[src/hw/adc_ctl_pkg.sv]
// constants shared by the converter control block
// assumes a 25 MHz system clock and an AXI4-Lite register bus
package adc_ctl_pkg;
  // register byte offsets
  localparam logic [3:0] CTRL_OFFSET   = 4'h0;
  localparam logic [3:0] RES_HI_OFFSET = 4'h4;
  localparam logic [3:0] RES_LO_OFFSET = 4'h8;
  // control field positions
  localparam int CHAN_MSB   = 7;
  localparam int CHAN_LSB   = 4;
  localparam int MODE_BIT   = 3;
  localparam int MUXOUT_BIT = 2;
  localparam int DIV_BIT    = 1;
  localparam int BUSY_BIT   = 0;
  localparam logic [7:0] CTRL_RESET = 8'h00;
  // result low keeps only its top two bits
  localparam logic [7:0] RES_LO_MASK = 8'hC0;
  // converter clock divide and phase lengths
  localparam logic [3:0] DIV16_LAST   = 4'hF;
  localparam logic [3:0] SAMPLE_LAST  = 4'h2;
  localparam logic [3:0] CONVERT_LAST = 4'h9;
  localparam logic [3:0] CHAN_MUXOUT  = 4'hE;
  localparam logic [3:0] CHAN_ADCIN   = 4'hF;
  localparam logic [1:0] RESP_OKAY    = 2'h0;
  localparam logic [1:0] RESP_SLVERR  = 2'h2;
  typedef enum logic [2:0] {IDLE, SAMPLE, AUTOZERO, CONVERT, LOAD} conv_state_type;
endpackage

[src/hw/adc_chan_decode.sv]
// channel pair decoder for the analog multiplexer
// assumes the channel code is stable while a conversion runs
`timescale 1ns/1ps
module adc_chan_decode (
  input  wire logic [3:0]  chan,
  input  wire logic        diff,
  input  wire logic        mux_out,
  input  wire logic        active,
  output logic      [15:0] pos_sel,
  output logic      [15:0] neg_sel,
  output logic             muxout_route,
  output logic             adcin_route
);
  function automatic logic [15:0] onehot(input logic [3:0] n);
    onehot = 16'h0001 << n;
  endfunction

  // positive member n, negative member n xor 1 in differential mode
  always_comb begin
    pos_sel      = 16'h0000;
    neg_sel      = 16'h0000;
    muxout_route = 1'b0;
    adcin_route  = 1'b0;
    if (active || mux_out) begin
      pos_sel = onehot(chan);
      if (diff) begin
        neg_sel = onehot(chan ^ 4'h1);
      end
      muxout_route = mux_out;
      adcin_route  = mux_out;
    end
  end
endmodule

[src/hw/adc_conv_ctl.sv]
// converter control: control register, result registers, sequencer
// assumes an AXI4-Lite master and an analog core that delivers a bit per step
//
// How it works
// - codes 0 to 11 select channel n or pair n, n xor 1 regardless of mux
// - mux output drives channel 14 pin, converter input from channel 15 pin
// - with mux output on, channel and input path stay enabled even idle
// - mode bit zero is single ended, one is differential
// - busy clear stops prescaler and converter clock
// - setting busy starts conversion with current control settings
// - normal completion clears busy and powers converter down
// - writing busy zero aborts; restart is zero then one
// - result high holds bits 9..2, result low 7..6 holds bits 1..0
// - result low bits 5..0 read zero
// - results writable, loaded at completion, held until next completion
// - result registers have no reset value
// - control: channel 7..4, mode 3, mux 2, divide 1, busy 0, reset zero
// - while busy only the busy bit of control accepts writes; result registers stay writable
// - conversion is 3 sample, 1 auto-zero, 10 convert, 1 load clocks
//
// The placing of the registers and the AXI4-Lite slave port were decided locally.
`timescale 1ns/1ps
module adc_conv_ctl (
  input  wire logic        CLK,
  input  wire logic        RST_B,
  input  wire logic [3:0]  S_AXI_AWADDR,
  input  wire logic        S_AXI_AWVALID,
  output logic             S_AXI_AWREADY,
  input  wire logic [31:0] S_AXI_WDATA,
  input  wire logic [3:0]  S_AXI_WSTRB,
  input  wire logic        S_AXI_WVALID,
  output logic             S_AXI_WREADY,
  output logic [1:0]       S_AXI_BRESP,
  output logic             S_AXI_BVALID,
  input  wire logic        S_AXI_BREADY,
  input  wire logic [3:0]  S_AXI_ARADDR,
  input  wire logic        S_AXI_ARVALID,
  output logic             S_AXI_ARREADY,
  output logic [31:0]      S_AXI_RDATA,
  output logic [1:0]       S_AXI_RRESP,
  output logic             S_AXI_RVALID,
  input  wire logic        S_AXI_RREADY,
  input  wire logic        CMP_BIT,
  output logic [15:0]      POS_SEL,
  output logic [15:0]      NEG_SEL,
  output logic             MUX_OUTPUT_PIN_EN,
  output logic             CONVERTER_INPUT_PIN_EN,
  output logic             ADC_POWER,
  output logic             ADC_SAMPLE,
  output logic             ADC_AUTOZERO,
  output logic             ADC_STEP
);
  // bus slave state
  logic        aw_have_q, aw_have_d;
  logic        w_have_q, w_have_d;
  logic [3:0]  awaddr_q, awaddr_d;
  logic [7:0]  wdata_q, wdata_d;
  logic        wstrb0_q, wstrb0_d;
  logic        bvalid_q, bvalid_d;
  logic [1:0]  bresp_q, bresp_d;
  logic        rvalid_q, rvalid_d;
  logic [1:0]  rresp_q, rresp_d;
  logic [31:0] rdata_q, rdata_d;
  // block state
  logic [7:0]  ctrl_q, ctrl_d;
  logic [7:0]  res_hi_q, res_hi_d;
  logic [1:0]  res_lo_q, res_lo_d;
  logic [9:0]  sar_q, sar_d;
  logic [3:0]  step_q, step_d;
  adc_ctl_pkg::conv_state_type state_q, state_d;
  // registered analog controls
  logic [15:0] pos_q, neg_q;
  logic        mo_q, ai_q, pwr_q, smp_q, az_q, stp_q;
  logic [15:0] pos_c, neg_c;
  logic        mo_c, ai_c;
  logic        tick, do_write, busy;
  logic        aw_rdy_q, w_rdy_q, ar_rdy_q;

  assign busy = ctrl_q[adc_ctl_pkg::BUSY_BIT];
  assign do_write = aw_have_q && w_have_q && !bvalid_q;

  adc_prescaler u_presc (
    .CLK   (CLK),
    .RST_B (RST_B),
    .run   (busy),
    .div16 (ctrl_q[adc_ctl_pkg::DIV_BIT]),
    .tick  (tick)
  );

  adc_chan_decode u_dec (
    .chan         (ctrl_q[adc_ctl_pkg::CHAN_MSB:adc_ctl_pkg::CHAN_LSB]),
    .diff         (ctrl_q[adc_ctl_pkg::MODE_BIT]),
    .mux_out      (ctrl_q[adc_ctl_pkg::MUXOUT_BIT]),
    .active       (busy),
    .pos_sel      (pos_c),
    .neg_sel      (neg_c),
    .muxout_route (mo_c),
    .adcin_route  (ai_c)
  );

  // write channel: capture address and data in either order, then answer
  always_comb begin
    aw_have_d = aw_have_q;
    w_have_d  = w_have_q;
    awaddr_d  = awaddr_q;
    wdata_d   = wdata_q;
    wstrb0_d  = wstrb0_q;
    bvalid_d  = bvalid_q;
    bresp_d   = bresp_q;
    if (S_AXI_AWVALID && !aw_have_q) begin
      aw_have_d = 1'b1;
      awaddr_d  = S_AXI_AWADDR;
    end
    if (S_AXI_WVALID && !w_have_q) begin
      w_have_d = 1'b1;
      wdata_d  = S_AXI_WDATA[7:0];
      wstrb0_d = S_AXI_WSTRB[0];
    end
    if (do_write) begin
      aw_have_d = 1'b0;
      w_have_d  = 1'b0;
      bvalid_d  = 1'b1;
      bresp_d   = (awaddr_q == adc_ctl_pkg::CTRL_OFFSET ||
                   awaddr_q == adc_ctl_pkg::RES_HI_OFFSET ||
                   awaddr_q == adc_ctl_pkg::RES_LO_OFFSET) ?
                  adc_ctl_pkg::RESP_OKAY : adc_ctl_pkg::RESP_SLVERR;
    end else if (bvalid_q && S_AXI_BREADY) begin
      bvalid_d = 1'b0;
    end
  end

  // read channel: one outstanding read, answered the cycle after address
  always_comb begin
    rvalid_d = rvalid_q;
    rresp_d  = rresp_q;
    rdata_d  = rdata_q;
    if (S_AXI_ARVALID && !rvalid_q) begin
      rvalid_d = 1'b1;
      rresp_d  = adc_ctl_pkg::RESP_OKAY;
      unique case (S_AXI_ARADDR)
        adc_ctl_pkg::CTRL_OFFSET:   rdata_d = {24'h00_0000, ctrl_q};
        adc_ctl_pkg::RES_HI_OFFSET: rdata_d = {24'h00_0000, res_hi_q};
        adc_ctl_pkg::RES_LO_OFFSET: rdata_d = {24'h00_0000, res_lo_q, 6'h00};
        default: begin
          rdata_d = 32'h0000_0000;
          rresp_d = adc_ctl_pkg::RESP_SLVERR;
        end
      endcase
    end else if (rvalid_q && S_AXI_RREADY) begin
      rvalid_d = 1'b0;
    end
  end

  // control, results and sequencer
  always_comb begin
    ctrl_d   = ctrl_q;
    res_hi_d = res_hi_q;
    res_lo_d = res_lo_q;
    sar_d    = sar_q;
    step_d   = step_q;
    state_d  = state_q;
    // sequencer advances on converter clock ticks only
    if (tick) begin
      unique case (state_q)
        adc_ctl_pkg::IDLE: begin
          state_d = adc_ctl_pkg::SAMPLE;
          step_d  = 4'h0;
        end
        adc_ctl_pkg::SAMPLE: begin
          step_d = step_q + 4'h1;
          if (step_q == adc_ctl_pkg::SAMPLE_LAST) begin
            state_d = adc_ctl_pkg::AUTOZERO;
          end
        end
        adc_ctl_pkg::AUTOZERO: begin
          state_d = adc_ctl_pkg::CONVERT;
          step_d  = 4'h0;
        end
        adc_ctl_pkg::CONVERT: begin
          sar_d  = {sar_q[8:0], CMP_BIT};
          step_d = step_q + 4'h1;
          if (step_q == adc_ctl_pkg::CONVERT_LAST) begin
            state_d = adc_ctl_pkg::LOAD;
          end
        end
        adc_ctl_pkg::LOAD: begin
          res_hi_d = sar_q[9:2];
          res_lo_d = sar_q[1:0];
          ctrl_d[adc_ctl_pkg::BUSY_BIT] = 1'b0;
          state_d  = adc_ctl_pkg::IDLE;
        end
      endcase
    end
    // software writes
    if (do_write && wstrb0_q) begin
      if (awaddr_q == adc_ctl_pkg::CTRL_OFFSET) begin
        if (busy) begin
          ctrl_d[adc_ctl_pkg::BUSY_BIT] = wdata_q[adc_ctl_pkg::BUSY_BIT];
        end else begin
          ctrl_d = wdata_q;
        end
        if (!wdata_q[adc_ctl_pkg::BUSY_BIT]) begin
          state_d = adc_ctl_pkg::IDLE;
        end
      end else if (awaddr_q == adc_ctl_pkg::RES_HI_OFFSET) begin
        res_hi_d = wdata_q;
      end else if (awaddr_q == adc_ctl_pkg::RES_LO_OFFSET) begin
        res_lo_d = wdata_q[7:6];
      end
    end
    if (!ctrl_d[adc_ctl_pkg::BUSY_BIT]) begin
      state_d = adc_ctl_pkg::IDLE;
    end
  end

  // bus and control registers, reset to known values
  always_ff @(posedge CLK or negedge RST_B) begin
    if (!RST_B) begin
      aw_have_q <= 1'b0;
      w_have_q  <= 1'b0;
      awaddr_q  <= 4'h0;
      wdata_q   <= 8'h00;
      wstrb0_q  <= 1'b0;
      bvalid_q  <= 1'b0;
      bresp_q   <= 2'h0;
      rvalid_q  <= 1'b0;
      rresp_q   <= 2'h0;
      rdata_q   <= 32'h0000_0000;
      ctrl_q    <= adc_ctl_pkg::CTRL_RESET;
      state_q   <= adc_ctl_pkg::IDLE;
      step_q    <= 4'h0;
      sar_q     <= 10'h000;
      pos_q     <= 16'h0000;
      neg_q     <= 16'h0000;
      mo_q      <= 1'b0;
      ai_q      <= 1'b0;
      pwr_q     <= 1'b0;
      smp_q     <= 1'b0;
      az_q      <= 1'b0;
      stp_q     <= 1'b0;
      aw_rdy_q  <= 1'b1;
      w_rdy_q   <= 1'b1;
      ar_rdy_q  <= 1'b1;
    end else begin
      aw_have_q <= aw_have_d;
      w_have_q  <= w_have_d;
      awaddr_q  <= awaddr_d;
      wdata_q   <= wdata_d;
      wstrb0_q  <= wstrb0_d;
      bvalid_q  <= bvalid_d;
      bresp_q   <= bresp_d;
      rvalid_q  <= rvalid_d;
      rresp_q   <= rresp_d;
      rdata_q   <= rdata_d;
      ctrl_q    <= ctrl_d;
      state_q   <= state_d;
      step_q    <= step_d;
      sar_q     <= sar_d;
      pos_q     <= pos_c;
      neg_q     <= neg_c;
      mo_q      <= mo_c;
      ai_q      <= ai_c;
      pwr_q     <= ctrl_d[adc_ctl_pkg::BUSY_BIT];
      smp_q     <= state_d == adc_ctl_pkg::SAMPLE;
      az_q      <= state_d == adc_ctl_pkg::AUTOZERO;
      stp_q     <= tick && state_q == adc_ctl_pkg::CONVERT;
      aw_rdy_q  <= !aw_have_d;
      w_rdy_q   <= !w_have_d;
      ar_rdy_q  <= !rvalid_d;
    end
  end

  // result registers carry no reset
  always_ff @(posedge CLK) begin
    res_hi_q <= res_hi_d;
    res_lo_q <= res_lo_d;
  end

  // port drive
  assign S_AXI_AWREADY          = aw_rdy_q;
  assign S_AXI_WREADY           = w_rdy_q;
  assign S_AXI_BVALID           = bvalid_q;
  assign S_AXI_BRESP            = bresp_q;
  assign S_AXI_ARREADY          = ar_rdy_q;
  assign S_AXI_RVALID           = rvalid_q;
  assign S_AXI_RRESP            = rresp_q;
  assign S_AXI_RDATA            = rdata_q;
  assign POS_SEL                = pos_q;
  assign NEG_SEL                = neg_q;
  assign MUX_OUTPUT_PIN_EN      = mo_q;
  assign CONVERTER_INPUT_PIN_EN = ai_q;
  assign ADC_POWER              = pwr_q;
  assign ADC_SAMPLE             = smp_q;
  assign ADC_AUTOZERO           = az_q;
  assign ADC_STEP               = stp_q;

  // locked fields do not move while busy
  chk_ctrl_locked: assert property (@(posedge CLK) disable iff (!RST_B)
    busy && $past(busy) |-> $stable(ctrl_q[7:1]))
    else $error("control field changed while busy");

  // result high takes shift register bits 9..2 as busy falls, unless a write came the cycle before
  chk_result_timing: assert property (@(posedge CLK) disable iff (!RST_B)
    $fell(busy) && !$past(do_write) |-> res_hi_q == $past(sar_q[9:2]))
    else $error("result not loaded with busy clear");

  // no converter activity once busy has been low for a cycle
  chk_power_busy: assert property (@(posedge CLK) disable iff (!RST_B)
    !busy && !$past(busy) |-> !ADC_POWER && !ADC_SAMPLE && !ADC_AUTOZERO && !ADC_STEP)
    else $error("converter active while idle");

  // a control write with busy zero stops the sequencer at once
  chk_abort_idle: assert property (@(posedge CLK) disable iff (!RST_B)
    do_write && wstrb0_q && awaddr_q == adc_ctl_pkg::CTRL_OFFSET &&
    !wdata_q[adc_ctl_pkg::BUSY_BIT] |=> !busy && state_q == adc_ctl_pkg::IDLE)
    else $error("abort did not stop the conversion");

  // load step hands both result halves over as busy clears
  chk_load_result: assert property (@(posedge CLK) disable iff (!RST_B)
    tick && state_q == adc_ctl_pkg::LOAD && !do_write |=>
    !busy && res_hi_q == $past(sar_q[9:2]) && res_lo_q == $past(sar_q[1:0]))
    else $error("result not loaded at completion");

  // mux routing follows the mux bit
  chk_mux_route: assert property (@(posedge CLK) disable iff (!RST_B)
    $past(ctrl_q[adc_ctl_pkg::MUXOUT_BIT]) |-> MUX_OUTPUT_PIN_EN && CONVERTER_INPUT_PIN_EN)
    else $error("mux output not routed");
endmodule

[src/hw/adc_prescaler.sv]
// converter clock tick generator
// assumes run is held low whenever no conversion is active
`timescale 1ns/1ps
module adc_prescaler (
  input  wire logic CLK,
  input  wire logic RST_B,
  input  wire logic run,
  input  wire logic div16,
  output logic      tick
);
  logic [3:0] cnt_q;
  logic [3:0] cnt_d;

  // counter frozen and cleared while idle
  always_comb begin
    cnt_d = 4'h0;
    if (run && div16) begin
      cnt_d = cnt_q + 4'h1;
    end
  end

  always_ff @(posedge CLK or negedge RST_B) begin
    if (!RST_B) begin
      cnt_q <= 4'h0;
    end else begin
      cnt_q <= cnt_d;
    end
  end

  // divide by 1 ticks every cycle, divide by 16 once per wrap
  assign tick = run && (!div16 || cnt_q == adc_ctl_pkg::DIV16_LAST);
endmodule
[config.mk]
export PLATFORM = sky130hd
export DESIGN_NAME = adc_conv_ctl
export DESIGN_NICKNAME = d
export VERILOG_FILES = /design/src/hw/adc_ctl_pkg.sv /design/src/hw/adc_chan_decode.sv /design/src/hw/adc_conv_ctl.sv /design/src/hw/adc_prescaler.sv
export SDC_FILE = /design/constraint.sdc
export NUM_CORES = 1
export LEC_CHECK = 0
export ABC_AREA = 1
export BUFFER_PORTS_ARGS = -buffer_cell sky130_fd_sc_hd__buf_2
export CORE_ASPECT_RATIO = 1.75
export CORE_MARGIN = 3
export CORE_UTILIZATION = 55
export CTS_CLUSTER_SIZE = 8
export DETAILED_ROUTE_END_ITERATION = 8
export MAX_ROUTING_LAYER = met4
export PLACE_DENSITY = 0.84
export SYNTH_ARGS = -nofsm -noshare
export SYNTH_HDL_FRONTEND = slang
export SYNTH_SLANG_ARGS = --single-unit
[constraint.sdc]
create_clock -name CLK -period 4.25 [get_ports CLK]
set_clock_uncertainty 0.1 [all_clocks]
set_input_delay 1.275 -clock CLK [delete_from_list [all_inputs] [get_ports CLK]]
set_output_delay 1.275 -clock CLK [all_outputs]
set_load 0.05 [all_outputs]
# Word-level counts from Yosys, hierarchy flattened
# Index checks and enable logic that the tools add are counted.
# classes
addsub,2
eq_ne,13
n_shift,2
muxes,40
bitwise_logic,2
n_reduce_logical,34
# ops
operator,count
$mux W16,3
$mux W8,5
$shl A1 B4 Y16 const A,2
$pmux W8 S3,1
$mux W3,7
$eq A4 B4 Y1 const B,4
$mux W2,8
$pmux W3 S5,1
$mux W1,13
$logic_and A1 B1 Y1,11
$eq A3 B2 Y1 const B,3
$add A4 B1 Y4 const B,2
$eq A4 B3 Y1 const B,2
$logic_not A1 Y1,8
$logic_not A4 Y1,2
$pmux W4 S2,1
$eq A3 B1 Y1 const B,2
$eq A4 B2 Y1 const B,1
$logic_or A1 B1 Y1,4
$mux W4,1
$reduce_and A2 Y1,2
$reduce_bool A2 Y1,2
$reduce_or A2 Y1,2
$eq A3 B3 Y1 const B,1
other kinds (4),5
# word_totals
ff_bits,131
input_bits,52
output_inout_bits,79
word_cells,120

# Longest topological paths before layout
# depth
depth_word,9
depth_mapped,10

# Modules after synthesis
# From an unflattened synthesis, not the netlist that was laid out.
# hier_totals
cells_unflattened,492
hier_area_um2,4466.8
# by_module_without_submodules
mod,n_inst,cells_each,area_each_um2
adc_conv_ctl,1,397,3971.3
adc_chan_decode,1,75,315.3
adc_prescaler,1,20,180.2

# Worst setup path after synthesis
# OpenSTA, ideal clock, no wires.
# synth_path
path_kind,register to output
startpoint,"reg, netlist name CONVERTER_INPUT_PIN_EN"
endpoint,out MUX_OUTPUT_PIN_EN
arrival_ps,886
required_time_ps,2875
slack_ps,1989
stages_incl_launch_ff,2
n_path_buf,1
path_cell_list,dfrtp_1 > buf_4
# synth_rtl
item,line,source
"end, declared",adc_conv_ctl.sv:46,"output logic MUX_OUTPUT_PIN_EN,"

==> implementation parameters <==
Parameter                              Value

Min path
  Hold Crit Endpoint    CONVERTER_INPUT_PIN_EN$_DFF_PN0_
  Source of the worst hold timing path    ctrl_q[2]$_DFFE_PN0P_
  Worst hold path stage count    0
  Class of the tightest hold or removal check    register to register

Worst setup path
  Launching point of the worst reg2reg path    u_presc.cnt_q[0]$_DFF_PN0_
  Worst-path fanout max    6
  Destination of the worst register-to-register timing path    sar_q[0]$_DFFE_PN0P_
  Buffer and inverter count on the worst path    1
  Largest stage delay on the critical path    0.50 ns
  CP Cell Sequence    buf_2
  Required time at the worst-slack endpoint    2.87 ns
  Launching element of the worst setup path    ctrl_q[0]$_DFF_PN0_
  Cell family with most CP delay    flip-flops
  Kind of start point of the critical path    register
  Critical path endpoint category    primary output
  Kind of critical path    register to primary output
  Worst reg2reg path depth    8
  Worst reg2reg setup slack    between 2 and 3 ns
  Critical path's slowest cell    sky130_fd_sc_hd__dfrtp_1
  WP data arrival    roughly 1.2 ns

Floorplan
  Initial standard-cell utilization of the core    about 58%
  Die outline width    approximately 74 µm
  Area enclosed by the die boundary    roughly 9200 µm²
  Core region area    about 7700 µm²
  Die Span Y    roughly 120 µm
  Number of primary I/O pins    approximately 130
  Placement row count    42

Finish
  Leading cell types in the layout, fill and taps excluded    112 x sky130_fd_sc_hd__nand2_1, 92 x sky130_fd_sc_hd__dfrtp_1, 76 x sky130_fd_sc_hd__buf_2
  Filler cell count in the final layout    around 600
  Post-layout instance count excluding filler cells    661
  Design area    around 5000 µm²
  Sequential cell area    ~2600 µm²
  Multi-input gate area    roughly 1500 µm²
  Post-layout utilization of the core    between 60% and 70%
  Commonest non-fill, non-tap cell in the layout    sky130_fd_sc_hd__nand2_1
  Number of antenna diodes    0
  Final nets    625
  Layout-stage area growth over the synthesis result    14.8%
  Fraction of layout cells with a size suffix above 1    between 20% and 30%

Synthesis
  Sequential-to-total area share from yosys stat    between 50% and 60%
  Netlist cell types    33
  Gate count after technology mapping    about 500
  Register bit count reported by yosys    between 100 and 150
  Post-synthesis xor/xnor area fraction    0.396%
  Largest family of logic cells by synthesized area    simple AND/OR/NAND/NOR gates
  Number of warning messages in the yosys log    0
  Multiplexer fraction of the synthesized cell area    0%
  Post-Synthesis Cell Area    around 4400 µm²
  Synthesized-area fraction occupied by ao, oa, aoi and oai cells    roughly 7.6%
  Average cell area after synthesis    between 9 and 10 µm²
  Simple logic cell fraction of the synthesized area    22.6%
  Share of synthesized cell area in full adder, half adder and majority cells    around 1.1%

GRT
  Number of global-route vias before repair    about 3300
  Overflow after GRT    0
  Initial antenna violation count    0
  Largest net degree at the start of global routing    49
  Total global-route track usage    a little over a fifth
  Wire length of the first global-routing pass    between 10000 and 15000 µm

Placed design
  Placer Congestion    slightly below 0.9
  Detailed placer's ending HPWL    between 6000 and 7000 µm
  Instance area at placement    approximately 4800 µm²
  Port-buffer cells    77
  Total instance count after detailed placement    ~650
  Worst setup timing slack at the placement stage    ~1.7 ns

Detailed routing
  DRC violations left    0
  First DRT Iteration DRCs    211
  Count of nets left with antenna violations after detail routing    0
  Routed wirelength normalized by instance count    13.5 µm
  Detailed Routing Iterations Pass 1    4
  Vias per cell    5.18
  Sum of routed wire length over all layers    ~9000 µm
  Routed vias    around 3400

Timing
  Worst max-slew margin expressed relative to the limit    between 60% and 70%
  Transition at the pin with the smallest max-transition slack    around 0.55 ns
  Share of the clock period used by the worst path    around 60%
  RSZ-0062 raised after global routing    false
  Final WS setup    approximately 1.7 ns
  Final TNS setup    0 ns
  Final-report setup violation count    0
  Worst slack on hold paths    approximately 0.32 ns
  Fmax    approximately 390 MHz
  Final count of pins violating max slew    0
  Final Hold Vio Count    0
  Final min period    2.55 ns

Clocking
  Clk sinks    about 110
  Cell at the root of the clock tree    sky130_fd_sc_hd__clkbuf_16
  CTS tree    done
  H-tree level count    3
  TritonCTS Buffers    9
  PostCTS Resize Cnt    0
  Post-CTS Setup Inserts    0
  Buffer depth of the longest clock path    2
  Clock latency reported for the late side of the worst-skew pair    0.34 ns
  Clock-pin transition on the worst setup and hold timing paths    around 0.070 ns
  Cts-stage hold buffer count    0

Pwr
  Leakage power total    2.72 nW
  PwrDens    around 530 nW/µm²
  Pwr Total    about 2.7 mW
  VDD IR max    about 0.00035 V

Run status
  Run status    complete, no violations

Job
  Count of maximum capacitance violations    0
-- layer usage --
metal | wire, µm | global-route usage, % | up-vias
met1 | 3270 | 22.3 | 1617
met3 | 489 | 3.31 | 33
met2 | 4820 | 36.1 | 127
met4 | 344 | 9.82 | 0
met5 | 0 | - | -
li1 | - | - | 1648
-- cell usage after synthesis, drive strengths merged --
cell type | number | share of area [%]
a21oi | 19 | 2.5
dfstp | 3 | 1.8
xnor2 | 1 | 0.20
nand3 | 24 | 3.3
a31oi | 1 | 0.14
dfxtp | 10 | 4.5
nand2 | 117 | 10
clkinv | 1 | 0.085
ha | 4 | 1.1
nor2 | 66 | 6.3
nand4 | 4 | 0.57
nor3 | 17 | 1.9
xor2 | 1 | 0.20
clkbuf | 3 | 0.25
inv | 50 | 4.2
conb | 1 | 0.085
buf | 32 | 5.3
o22ai | 1 | 0.14
dfrtp | 92 | 52
o21ai | 42 | 4.8
-- cells by family (layout without fill, tap and decap cells) --
group / after synthesis / count (layout)
AOI/OAI and AO/OA: 63 / 63
other: 1 / 26
adders and majority gates: 4 / 4
and+or+nand+nor: 228 / 228
buffers and inverters: 86 / 145
xor gates and xnor gates: 2 / 2
DFF: 105 / 105
-- where the power goes --
group          internal, mW  total [mW]  switching [mW]
Sequential             1.15        1.26           0.106
Combinational         0.148       0.639           0.491
Clock                 0.455       0.811           0.356
-- layout make-up --
cell class | instances | area share, %
clock inverters | 6 | 1.33
well taps | 88 | 2.17
multi-input cells | 323 | 29.6
repair buffers | 79 | 7.93
inverters | 51 | 3.77
flip-flops and latches | 105 | 50.8
clock buffers | 9 | 4.43
-- flip-flops by register name, indices dropped and copies added, names as in the netlist, 2 cells and up --
| name | cells |
|---|---|
| NEG_SEL | 16 |
| u_presc.cnt_q | 4 |
| awaddr_q | 4 |
| step_q | 4 |
| res_lo_q | 2 |
| state_q | 3 |
| sar_q | 10 |
| res_hi_q | 8 |
| POS_SEL | 16 |
| ctrl_q | 8 |
| wdata_q | 8 |
| S_AXI_RDATA | 8 |
-- worst max path at each step --
stage / end / slack [ns] / cells after the start
global placement: S_AXI_RDATA[6]$_DFFE_PN0P_ / 1.83 / 8
finish: ADC_POWER / 1.70 / 1
CTS: ADC_POWER / 1.70 / 1
floorplan: MUX_OUTPUT_PIN_EN / 1.99 / 1
detailed placement: S_AXI_RDATA[7]$_DFFE_PN0P_ / 1.75 / 6
global route: ADC_POWER / 1.67 / 1
Power figures use the tool's default switching activity.
